==> src/tpd_pkg.sv <==
package tpd_pkg;

   // ---------------------------------------------------------------
   // register offsets
   // ---------------------------------------------------------------
   localparam logic [7:0] ADDR_CONFIG = 8'h2F;
   localparam logic [7:0] ADDR_SOURCE = 8'h30;
   localparam logic [7:0] ADDR_THR_X  = 8'h31;
   localparam logic [7:0] ADDR_THR_Y  = 8'h32;
   localparam logic [7:0] ADDR_THR_Z  = 8'h33;
   localparam logic [7:0] ADDR_TMLT   = 8'h34;

   // ---------------------------------------------------------------
   // field positions and reset values
   // ---------------------------------------------------------------
   localparam int CFG_ABORT_BIT = 7;
   localparam int CFG_LATCH_BIT = 6;
   localparam int SRC_ANY_BIT   = 6;
   localparam int THR_W         = 5;
   localparam logic [7:0] CONFIG_RST = 8'h00;
   localparam logic [4:0] THR_RST    = 5'h00;
   localparam logic [7:0] TMLT_RST   = 8'h00;
   localparam logic [5:0] FLAGS_RST  = 6'h00;

   // ---------------------------------------------------------------
   // timing
   // ---------------------------------------------------------------
   localparam int CLK_PERIOD_PS   = 20000;
   localparam int STEP_MIN_PS     = 625000000; // 0.625 ms
   localparam int STEP_BASE_CYCLES = STEP_MIN_PS / CLK_PERIOD_PS;
   localparam logic [2:0] RATE_MAX_SHIFT = 3'h3; // 50 Hz and slower
   // one threshold count in sample lsbs (0.258 g over 3.906 mg)
   localparam logic [11:0] LSB_PER_COUNT = 12'h042;

   // ---------------------------------------------------------------
   // per-axis detector states
   // ---------------------------------------------------------------
   typedef enum logic [2:0] {
      TPD_IDLE,
      TPD_PULSE1,
      TPD_LATENCY,
      TPD_WINDOW,
      TPD_PULSE2,
      TPD_WAIT_LOW
   } tpd_state_t;

endpackage

==> src/tpd_axis.sv <==
module tpd_axis
(
   // clock and reset
   input  wire logic       clk,
   input  wire logic       rst,
   // sample and timing strobes
   input  wire logic       sample_valid,
   input  wire logic       above,
   input  wire logic       step_tick,
   input  wire logic       ltcy_tick,
   // settings
   input  wire logic [7:0] time_limit,
   input  wire logic [7:0] latency_steps,
   input  wire logic [7:0] window_steps,
   input  wire logic       double_tap_abort,
   // detections
   output logic            single_evt,
   output logic            double_evt
);

   tpd_pkg::tpd_state_t state;
   logic [7:0] cnt;
   logic       seen_start;
   logic       aborted;

   // pulse, latency and window sequencing
   always_ff @(posedge clk)
   begin
      single_evt <= 1'b0;
      double_evt <= 1'b0;
      if (rst)
      begin
         state      <= tpd_pkg::TPD_IDLE;
         cnt        <= 8'h00;
         seen_start <= 1'b0;
         aborted    <= 1'b0;
      end
      else
      begin
         case (state)
            tpd_pkg::TPD_IDLE:
            begin
               cnt <= 8'h00;
               if (sample_valid && above)
                  state <= tpd_pkg::TPD_PULSE1;
            end
            tpd_pkg::TPD_PULSE1, tpd_pkg::TPD_PULSE2:
            begin
               if (step_tick)
                  cnt <= cnt + 8'h01;
               if (step_tick && cnt >= time_limit)
                  state <= tpd_pkg::TPD_WAIT_LOW;
               else if (sample_valid && !above)
               begin
                  single_evt <= (state == tpd_pkg::TPD_PULSE1);
                  double_evt <= (state == tpd_pkg::TPD_PULSE2);
                  cnt        <= 8'h00;
                  seen_start <= 1'b0;
                  aborted    <= 1'b0;
                  state      <= (state == tpd_pkg::TPD_PULSE1) ?
                                tpd_pkg::TPD_LATENCY : tpd_pkg::TPD_IDLE;
               end
            end
            tpd_pkg::TPD_LATENCY:
            begin
               if (ltcy_tick)
                  cnt <= cnt + 8'h01;
               if (sample_valid && above)
                  seen_start <= 1'b1;
               if (sample_valid && !above && seen_start && double_tap_abort)
                  aborted <= 1'b1;
               if (ltcy_tick && cnt + 8'h01 >= latency_steps)
               begin
                  cnt <= 8'h00;
                  state <= aborted ? tpd_pkg::TPD_IDLE : tpd_pkg::TPD_WINDOW;
               end
            end
            tpd_pkg::TPD_WINDOW:
            begin
               if (ltcy_tick)
                  cnt <= cnt + 8'h01;
               if (sample_valid && above)
               begin
                  cnt   <= 8'h00;
                  state <= tpd_pkg::TPD_PULSE2;
               end
               else if (ltcy_tick && cnt + 8'h01 >= window_steps)
                  state <= tpd_pkg::TPD_IDLE;
            end
            tpd_pkg::TPD_WAIT_LOW:
            begin
               if (sample_valid && !above)
                  state <= tpd_pkg::TPD_IDLE;
            end
            default:
               state <= tpd_pkg::TPD_IDLE;
         endcase
      end
   end

endmodule

==> src/tpd_top.sv <==
module tpd_top
#(
   parameter int STEP_CYCLES = tpd_pkg::STEP_BASE_CYCLES
)
(
   // clock and reset
   input  wire logic        clk,
   input  wire logic        rst,
   // register port
   input  wire logic [7:0]  reg_addr,
   input  wire logic [7:0]  reg_wdata,
   input  wire logic        reg_we,
   input  wire logic        reg_re,
   output logic      [7:0]  reg_rdata,
   output logic             reg_hit,
   // status register read strobe
   input  wire logic        status_read,
   // rate and power mode
   input  wire logic [2:0]  output_sample_rate,
   input  wire logic        low_power,
   // latency and second window settings
   input  wire logic [7:0]  latency_steps,
   input  wire logic [7:0]  window_steps,
   // acceleration samples, 8g scale
   input  wire logic        sample_valid,
   input  wire logic [11:0] x_accel,
   input  wire logic [11:0] y_accel,
   input  wire logic [11:0] z_accel,
   // tap event pending
   output logic             tap_int
);

   // -----------------------------------------------------------------
   // registers
   // -----------------------------------------------------------------
   logic [7:0] tap_config;
   logic [4:0] x_tap_level;
   logic [4:0] y_tap_level;
   logic [4:0] z_tap_level;
   logic [7:0] tap_time_limit;
   logic [5:0] flags;

   logic double_tap_abort;
   logic flag_latch_on;
   logic z_double_tap_enable;
   logic z_single_tap_enable;
   logic y_double_tap_enable;
   logic y_single_tap_enable;
   logic x_double_tap_enable;
   logic x_single_tap_enable;
   logic event_active;

   assign double_tap_abort    = tap_config[tpd_pkg::CFG_ABORT_BIT];
   assign flag_latch_on       = tap_config[tpd_pkg::CFG_LATCH_BIT];
   assign z_double_tap_enable = tap_config[5];
   assign z_single_tap_enable = tap_config[4];
   assign y_double_tap_enable = tap_config[3];
   assign y_single_tap_enable = tap_config[2];
   assign x_double_tap_enable = tap_config[1];
   assign x_single_tap_enable = tap_config[0];

   // -----------------------------------------------------------------
   // threshold compare
   // -----------------------------------------------------------------

   // magnitude of a two's complement sample
   function automatic logic [11:0] magnitude(input logic [11:0] a);
      magnitude = a[11] ? 12'(~a + 12'h001) : a;
   endfunction

   // true when the sample magnitude is above the scaled threshold
   function automatic logic exceeds(input logic [11:0] a, input logic [4:0] thr);
      logic [16:0] scaled;
      scaled  = 17'(thr) * 17'(tpd_pkg::LSB_PER_COUNT);
      exceeds = 17'(magnitude(a)) > scaled;
   endfunction

   logic x_above;
   logic y_above;
   logic z_above;

   assign x_above = exceeds(x_accel, x_tap_level);
   assign y_above = exceeds(y_accel, y_tap_level);
   assign z_above = exceeds(z_accel, z_tap_level);

   // -----------------------------------------------------------------
   // time steps
   // -----------------------------------------------------------------
   logic [31:0] base_cnt;
   logic        base_tick;
   logic [4:0]  pre_cnt;
   logic [4:0]  step_len;
   logic [2:0]  rate_shift;
   logic        step_tick;
   logic        half;
   logic        ltcy_tick;

   assign rate_shift = (output_sample_rate > tpd_pkg::RATE_MAX_SHIFT) ?
                       tpd_pkg::RATE_MAX_SHIFT : output_sample_rate;
   assign step_len   = 5'(5'h01 << (rate_shift + 3'(low_power)));

   always_ff @(posedge clk)
   begin
      if (rst || base_tick)
         base_cnt <= 32'h00000000;
      else
         base_cnt <= base_cnt + 32'h00000001;
   end

   assign base_tick = (base_cnt == 32'(STEP_CYCLES - 1));

   // step prescaler in base steps
   always_ff @(posedge clk)
   begin
      if (rst)
         pre_cnt <= 5'h00;
      else if (base_tick)
         pre_cnt <= (pre_cnt + 5'h01 >= step_len) ? 5'h00 : pre_cnt + 5'h01;
   end

   assign step_tick = base_tick && (pre_cnt + 5'h01 >= step_len);

   // latency and window steps run at half the limit rate
   always_ff @(posedge clk)
   begin
      if (rst)
         half <= 1'b0;
      else if (step_tick)
         half <= ~half;
   end

   assign ltcy_tick = step_tick && half;

   // -----------------------------------------------------------------
   // per-axis detectors
   // -----------------------------------------------------------------
   logic [2:0] single_evt;
   logic [2:0] double_evt;

   tpd_axis u_axis_x
   (
      .clk              (clk),
      .rst              (rst),
      .sample_valid     (sample_valid),
      .above            (x_above),
      .step_tick        (step_tick),
      .ltcy_tick        (ltcy_tick),
      .time_limit       (tap_time_limit),
      .latency_steps    (latency_steps),
      .window_steps     (window_steps),
      .double_tap_abort (double_tap_abort),
      .single_evt       (single_evt[0]),
      .double_evt       (double_evt[0])
   );

   tpd_axis u_axis_y
   (
      .clk              (clk),
      .rst              (rst),
      .sample_valid     (sample_valid),
      .above            (y_above),
      .step_tick        (step_tick),
      .ltcy_tick        (ltcy_tick),
      .time_limit       (tap_time_limit),
      .latency_steps    (latency_steps),
      .window_steps     (window_steps),
      .double_tap_abort (double_tap_abort),
      .single_evt       (single_evt[1]),
      .double_evt       (double_evt[1])
   );

   tpd_axis u_axis_z
   (
      .clk              (clk),
      .rst              (rst),
      .sample_valid     (sample_valid),
      .above            (z_above),
      .step_tick        (step_tick),
      .ltcy_tick        (ltcy_tick),
      .time_limit       (tap_time_limit),
      .latency_steps    (latency_steps),
      .window_steps     (window_steps),
      .double_tap_abort (double_tap_abort),
      .single_evt       (single_evt[2]),
      .double_evt       (double_evt[2])
   );

   // -----------------------------------------------------------------
   // source flags
   // -----------------------------------------------------------------
   logic [5:0] new_events;
   logic       src_read;
   logic [5:0] next_flags;

   assign new_events = {double_evt[2] && z_double_tap_enable,
                        single_evt[2] && z_single_tap_enable,
                        double_evt[1] && y_double_tap_enable,
                        single_evt[1] && y_single_tap_enable,
                        double_evt[0] && x_double_tap_enable,
                        single_evt[0] && x_single_tap_enable};

   assign src_read = reg_re && (reg_addr == tpd_pkg::ADDR_SOURCE);

   // flag update, latched or following
   always_comb
   begin
      next_flags = flags;
      if (flag_latch_on)
      begin
         if (src_read)
            next_flags = 6'h00;
         next_flags = next_flags | new_events;
      end
      else
         next_flags = sample_valid ? new_events : (flags | new_events);
   end

   always_ff @(posedge clk)
   begin
      if (rst)
         flags <= tpd_pkg::FLAGS_RST;
      else
         flags <= next_flags;
   end

   assign event_active = |flags;

   always_ff @(posedge clk)
   begin
      if (rst)
         tap_int <= 1'b0;
      else if (|new_events)
         tap_int <= 1'b1;
      else if (status_read)
         tap_int <= 1'b0;
   end

   // -----------------------------------------------------------------
   // register writes
   // -----------------------------------------------------------------

   always_ff @(posedge clk)
   begin
      if (rst)
         tap_config <= tpd_pkg::CONFIG_RST;
      else if (reg_we && reg_addr == tpd_pkg::ADDR_CONFIG)
         tap_config <= reg_wdata;
   end

   always_ff @(posedge clk)
   begin
      if (rst)
      begin
         x_tap_level <= tpd_pkg::THR_RST;
         y_tap_level <= tpd_pkg::THR_RST;
         z_tap_level <= tpd_pkg::THR_RST;
      end
      else if (reg_we)
      begin
         if (reg_addr == tpd_pkg::ADDR_THR_X)
            x_tap_level <= reg_wdata[4:0];
         if (reg_addr == tpd_pkg::ADDR_THR_Y)
            y_tap_level <= reg_wdata[4:0];
         if (reg_addr == tpd_pkg::ADDR_THR_Z)
            z_tap_level <= reg_wdata[4:0];
      end
   end

   // time limit register
   always_ff @(posedge clk)
   begin
      if (rst)
         tap_time_limit <= tpd_pkg::TMLT_RST;
      else if (reg_we && reg_addr == tpd_pkg::ADDR_TMLT)
         tap_time_limit <= reg_wdata;
   end

   // -----------------------------------------------------------------
   // register reads
   // -----------------------------------------------------------------
   logic [7:0] next_rdata;
   logic       next_hit;

   // read mux, unmapped reads as zero
   always_comb
   begin
      next_rdata = 8'h00;
      next_hit   = 1'b1;
      case (reg_addr)
         tpd_pkg::ADDR_CONFIG: next_rdata = tap_config;
         tpd_pkg::ADDR_SOURCE: next_rdata = {1'b0, event_active, flags};
         tpd_pkg::ADDR_THR_X:  next_rdata = {3'h0, x_tap_level};
         tpd_pkg::ADDR_THR_Y:  next_rdata = {3'h0, y_tap_level};
         tpd_pkg::ADDR_THR_Z:  next_rdata = {3'h0, z_tap_level};
         tpd_pkg::ADDR_TMLT:   next_rdata = tap_time_limit;
         default:              next_hit   = 1'b0;
      endcase
   end

   // read data captured on the read strobe
   always_ff @(posedge clk)
   begin
      if (rst)
      begin
         reg_rdata <= 8'h00;
         reg_hit   <= 1'b0;
      end
      else if (reg_re)
      begin
         reg_rdata <= next_rdata;
         reg_hit   <= next_hit;
      end
   end

endmodule
==> config.mk <==
export PLATFORM = sky130hd
export DESIGN_NAME = tpd_top
export DESIGN_NICKNAME = d
export VERILOG_FILES = /design/src/tpd_pkg.sv /design/src/tpd_axis.sv /design/src/tpd_top.sv
export SDC_FILE = /design/constraint.sdc
export NUM_CORES = 1
export LEC_CHECK = 0
export BUFFER_PORTS_ARGS = -buffer_cell sky130_fd_sc_hd__clkbuf_2
export CAP_MARGIN = 20
export CORE_ASPECT_RATIO = 0.9
export CORE_MARGIN = 5
export CORE_UTILIZATION = 55
export DETAILED_ROUTE_END_ITERATION = 10
export PLACE_DENSITY_LB_ADDON = 0.25
export SLEW_MARGIN = 10
export SYNTH_ARGS = -nofsm -noshare
export SYNTH_HDL_FRONTEND = slang
export SYNTH_HIERARCHICAL = 1
export SYNTH_SLANG_ARGS = --single-unit
==> constraint.sdc <==
create_clock -name clk -period 4.35 [get_ports clk]
set_clock_uncertainty 0.05 [all_clocks]
set_input_delay 0.435 -clock clk [delete_from_list [all_inputs] [get_ports clk]]
set_output_delay 0.435 -clock clk [all_outputs]
set_load 0.02 [all_outputs]
==> key figures <==
Outcome
  – Run status: completed

Placement
  – Post-place instance area: approximately 11,000 um^2
  – PortBufs: between 80 and 90
  – Post-DP HPWL: 20,400 um
  – RD Place Congestion: between 0.9 and 1

Detailed routing
  – Number of vias per cell: roughly 5.9
  – Routed Antenna Nets: 0
  – Initial drt markers: between 700 and 800
  – DRT Wirelength: 26,880 um
  – Vias after detailed routing: ~9,800
  – Total DRC errors in the routed layout: 0
  – Detail-routed net length per standard cell: between 15 and 20 um
  – First drt pass iteration count: 5

Yosys
  – Fraction of synthesized area in multiplexers: 0.03816
  – Average size of a mapped cell: around 8.0 um^2
  – Number of synthesized register bits: 130
  – Synth Area in Adders: 0.1386
  – Netlist area before placement: ~11,000 um^2
  – Number of different library cells in the post-synthesis netlist: 70
  – Sequential fraction of the synthesis area: 0.2442
  – Net count after synthesis: 1,529
  – Number of warnings printed during yosys synthesis: 6
  – Area share of the largest cell type after synthesis: 0.2442
  – Dominant cell type by area after synthesis: sky130_fd_sc_hd__dfxtp_1
  – Post-synth ARST share: 0
  – Combinational family with the most area after synthesis: simple AND/OR/NAND/NOR gates
  – Leading post-synthesis cells by cell area: sky130_fd_sc_hd__dfxtp_1 24%, sky130_fd_sc_hd__ha_1 14%, sky130_fd_sc_hd__xnor2_1 4.6%
  – Number of instances in the synthesized netlist: ~1,300
  – Post-synthesis compound-gate area fraction: 0.1712
  – Post-synthesis share of cell area spent on xor and xnor gates: 0.08384
  – Top_reg_cell synth: sky130_fd_sc_hd__dfxtp_1
  – Basic-gate share of the synthesized area counting and, or, nand and nor cells: 0.2613
  – Number of enable flip-flop cells after synthesis: 0

Clocking
  – Clock transition at the registers of the reported paths: roughly 0.06 ns
  – Number of H-tree branching levels: 4
  – Maximum root-to-sink buffer count: 2
  – Clock insertion delay at the later pin of the skew report: about 0.42 ns
  – Total CTS buffers: 17
  – # clock sinks: 130
  – Count of hold buffers inserted by post-cts repair: 0
  – CTS tree: done
  – Library cell used as clock root buffer: sky130_fd_sc_hd__clkbuf_16
  – Post-CTS Setup Bufs: 0

STA
  – Number of max-slew violations in the final report: 0
  – Worst slack on hold paths: ~0.24 ns
  – Final Setup Violations: 0
  – Unrepaired setup endpoints after global routing: false
  – Worst Max-Slew Pin Slew: around 0.67 ns
  – Final hold viol count: 0
  – Min Clock Period, post-route: 3.979 ns
  – Worst relative slew slack: 0.5508
  – Peak Freq: 251.3 MHz
  – Final critical-path share of the clock period: 0.9148

Global routing
  – Largest net degree at the start of global routing: 68
  – Sum of overflow across all layers after global routing: 0
  – All-Layer GR Usage: 0.2383
  – Initial antenna violation count: 0
  – Global-route wire length before repair: roughly 44,000 um
  – Via count of the first global-routing pass: about 9,000

Worst setup path
  – Worst reg2reg path depth: 14
  – Worst reg-to-reg setup slack: approximately 0.94 ns
  – Master of the slowest instance on the critical path: sky130_fd_sc_hd__or4_1
  – Worst r2r dst: u_axis_z/state[0]
  – Crit path required time: roughly 4.6 ns
  – Number of buffers and inverters on the critical path: 3
  – CP Data Arrival Time: 4.25 ns
  – CP Class: in -> reg
  – Longest individual stage delay on the worst path: 0.43 ns
  – Critical-path cell list: clkbuf_2, inv_1, ha_1, nand2b_1, or4_1, or2_2, o41ai_2, xnor2_1, ha_1, nand3_1, nor3_1, o22a_1, o31ai_1, nand2b_1, o21ai_0, o21a_1, o32ai_1, buf_4, or3_1, a221oi_1
  – Maximum fanout along the worst path: 4
  – Kind of end point of the critical path: flip-flop
  – Element type at the critical path start: primary input
  – Critical R2R Launch: pre_cnt[0]
  – Top cell family by delay on the critical path: simple AND/OR/NAND/NOR gates

Layout
  – Count of filler cells inserted in the layout: between 1,500 and 2,000
  – Nets: 1,604
  – Most used cells in the layout excluding fill and tap cells: 130 x sky130_fd_sc_hd__dfxtp_1, 118 x sky130_fd_sc_hd__ha_1, 117 x sky130_fd_sc_hd__nor2_1, 115 x sky130_fd_sc_hd__nand2_1, 103 x sky130_fd_sc_hd__inv_1
  – Final design area excluding fillers: 11,970 um^2
  – Antenna fix cells: 0
  – Area added between synthesis and finish: 12.36%
  – Most common cell after layout, fill and taps aside: sky130_fd_sc_hd__dfxtp_1
  – Fraction of layout instances using a drive strength above 1: 0.1281

Die
  – Floorplan Core Area: roughly 19,000 um^2
  – Number of primary I/O pins: between 80 and 90
  – Width of the chip: about 160 um
  – Vertical die dimension: between 100 and 150 um
  – Cell Rows: 48
  – Starting density of the core: 0.5579
  – Die footprint: 22,260 um^2

Pwr
  – Internal Pwr Total: 2.414 mW
  – Relative contribution of sequential cells to total power: 0.373
  – Power density of the placed cells: 282.6 nW/um^2
  – P_leak: 5.212 nW
  – Fraction of power consumed by combinational cells: 0.181
  – Maximum ir drop on the vdd rail: 0.2457 mV
  – PnR Total Power: about 3.4 mW
  – Sw frac: 0.2866
  – Reported net switching power: approximately 0.97 mW
  – Clock power share: 0.447

Min path
  – Worst hold path depth: 3
  – Tightest Hold Check Type: in -> reg
  – Startpoint of the tightest hold check path: reg_wdata[5]
  – Endpoint of the worst hold path: tap_config[5]

Run
  – Number of violations of the max-capacitance limit: 0
-- layout make-up --
type	instances	area (um^2)	share of cell area
well taps	250	312.8	0.02613
clock buffers	19	452.9	0.03783
repair buffers	111	650.6	0.05434
inverters	103	386.6	0.03229
multi-input cells	1045	7397	0.6178
flip-flops and latches	130	2603	0.2174
clock inverters	13	170.2	0.01421
-- synthesized netlist by cell type, types with 17 or more instances --
| library cell | n |
|---|---|
| sky130_fd_sc_hd__nor4_1 | 17 |
| sky130_fd_sc_hd__nand2_1 | 115 |
| sky130_fd_sc_hd__o21ai_0 | 34 |
| sky130_fd_sc_hd__clkbuf_1 | 28 |
| sky130_fd_sc_hd__nand3_1 | 55 |
| sky130_fd_sc_hd__a21o_1 | 17 |
| sky130_fd_sc_hd__xnor2_1 | 56 |
| sky130_fd_sc_hd__nand4_1 | 26 |
| sky130_fd_sc_hd__o31ai_1 | 17 |
| sky130_fd_sc_hd__nor2_1 | 119 |
| sky130_fd_sc_hd__dfxtp_1 | 130 |
| sky130_fd_sc_hd__inv_1 | 103 |
| sky130_fd_sc_hd__and3_1 | 18 |
| sky130_fd_sc_hd__nand2b_1 | 27 |
| sky130_fd_sc_hd__mux2i_1 | 35 |
| sky130_fd_sc_hd__nor3_1 | 26 |
| sky130_fd_sc_hd__or3_1 | 25 |
| sky130_fd_sc_hd__a22oi_1 | 19 |
| sky130_fd_sc_hd__xor2_1 | 46 |
| sky130_fd_sc_hd__o21a_1 | 20 |
| sky130_fd_sc_hd__nor2b_1 | 18 |
| sky130_fd_sc_hd__ha_1 | 118 |
| sky130_fd_sc_hd__nand3b_1 | 21 |
| sky130_fd_sc_hd__a21oi_1 | 62 |
-- logic make-up (layout without fill, tap and decap cells) --
logic type / count (synthesis) / after routing
buf+inv: 158 / 246
flops: 130 / 130
compound gates: 261 / 261
fa+ha+maj: 118 / 118
simple gates: 525 / 525
mux: 39 / 39
xor+xnor: 102 / 102
-- flip-flops by register name (all words and copies together) (netlist names), 5 cells and up --
name / count
y_tap_level: 5
reg_rdata: 8
u_axis_x/cnt: 8
base_cnt: 32
tap_time_limit: 8
u_axis_y/cnt: 8
flags: 6
tap_config: 8
x_tap_level: 5
pre_cnt: 5
z_tap_level: 5
u_axis_z/cnt: 8
-- worst register-to-register path, cell delays in order, from the launching register on --
cell	delay, ns
sky130_fd_sc_hd__dfxtp_1	0.39
sky130_fd_sc_hd__ha_1	0.25
sky130_fd_sc_hd__nand3_1	0.11
sky130_fd_sc_hd__xnor2_1	0.25
sky130_fd_sc_hd__ha_1	0.29
sky130_fd_sc_hd__a21o_1	0.18
sky130_fd_sc_hd__a31oi_1	0.33
sky130_fd_sc_hd__buf_4	0.23
sky130_fd_sc_hd__nor2_2	0.06
sky130_fd_sc_hd__buf_12	0.15
sky130_fd_sc_hd__buf_4	0.18
sky130_fd_sc_hd__or2_2	0.32
sky130_fd_sc_hd__o21ai_1	0.17
sky130_fd_sc_hd__nor4_1	0.10
sky130_fd_sc_hd__a221oi_1	0.27
-- repair_timing --
action,4_1_cts,5_1_grt
hold endpoints to repair,0,0
setup endpoints to repair,0,1
resized for setup,0,1
-- per-layer routing --
layer	GRT usage	up-vias	wire, um
li1	-	4967	-
met1	0.3357	4538	12760
met2	0.3751	299	12010
met3	0.03922	41	1565
met4	0.07397	0	547
met5	0	-	0
-- per-stage QoR --
step | setup TNS [ns] | utilization | worst slack (ns) | std cells
floorplan | 0 | - | 0.3525 | 1333
global placement | 0 | 0.5931 | 0.08819 | 1638
detailed placement | -0.1079 | 0.5939 | -0.1079 | 1639
CTS | 0 | 0.6265 | 0.2865 | 1671
global route | 0 | 0.6269 | 0.006488 | 1671
finish | 0 | 0.6269 | 0.3705 | 1671
-- worst max path at each step --
stage                                      from                 to  cells after the start  slack [ns]
after floorplan           output_sample_rate[2]  u_axis_y/state[0]                     15        0.35
after global placement               z_accel[0]  u_axis_z/state[0]                     20        0.09
after detailed placement             z_accel[0]  u_axis_z/state[0]                     20       -0.11
after global routing                 z_accel[0]  u_axis_z/state[0]                     20       0.006
after CTS                            z_accel[0]  u_axis_z/state[0]                     20        0.29
final                                z_accel[0]  u_axis_z/state[0]                     20        0.37
-- power by group through the flow --
stage	sequential (mW)	clock (mW)	combinational, mW
CTS	1.26	1.54	0.604
finish	1.26	1.51	0.611
floorplan	1.25	0	0.451
global route	1.26	1.60	0.683
global placement	1.28	0	0.586
detailed placement	1.28	0	0.600
Note: power is estimated with default switching activity, not from simulation.
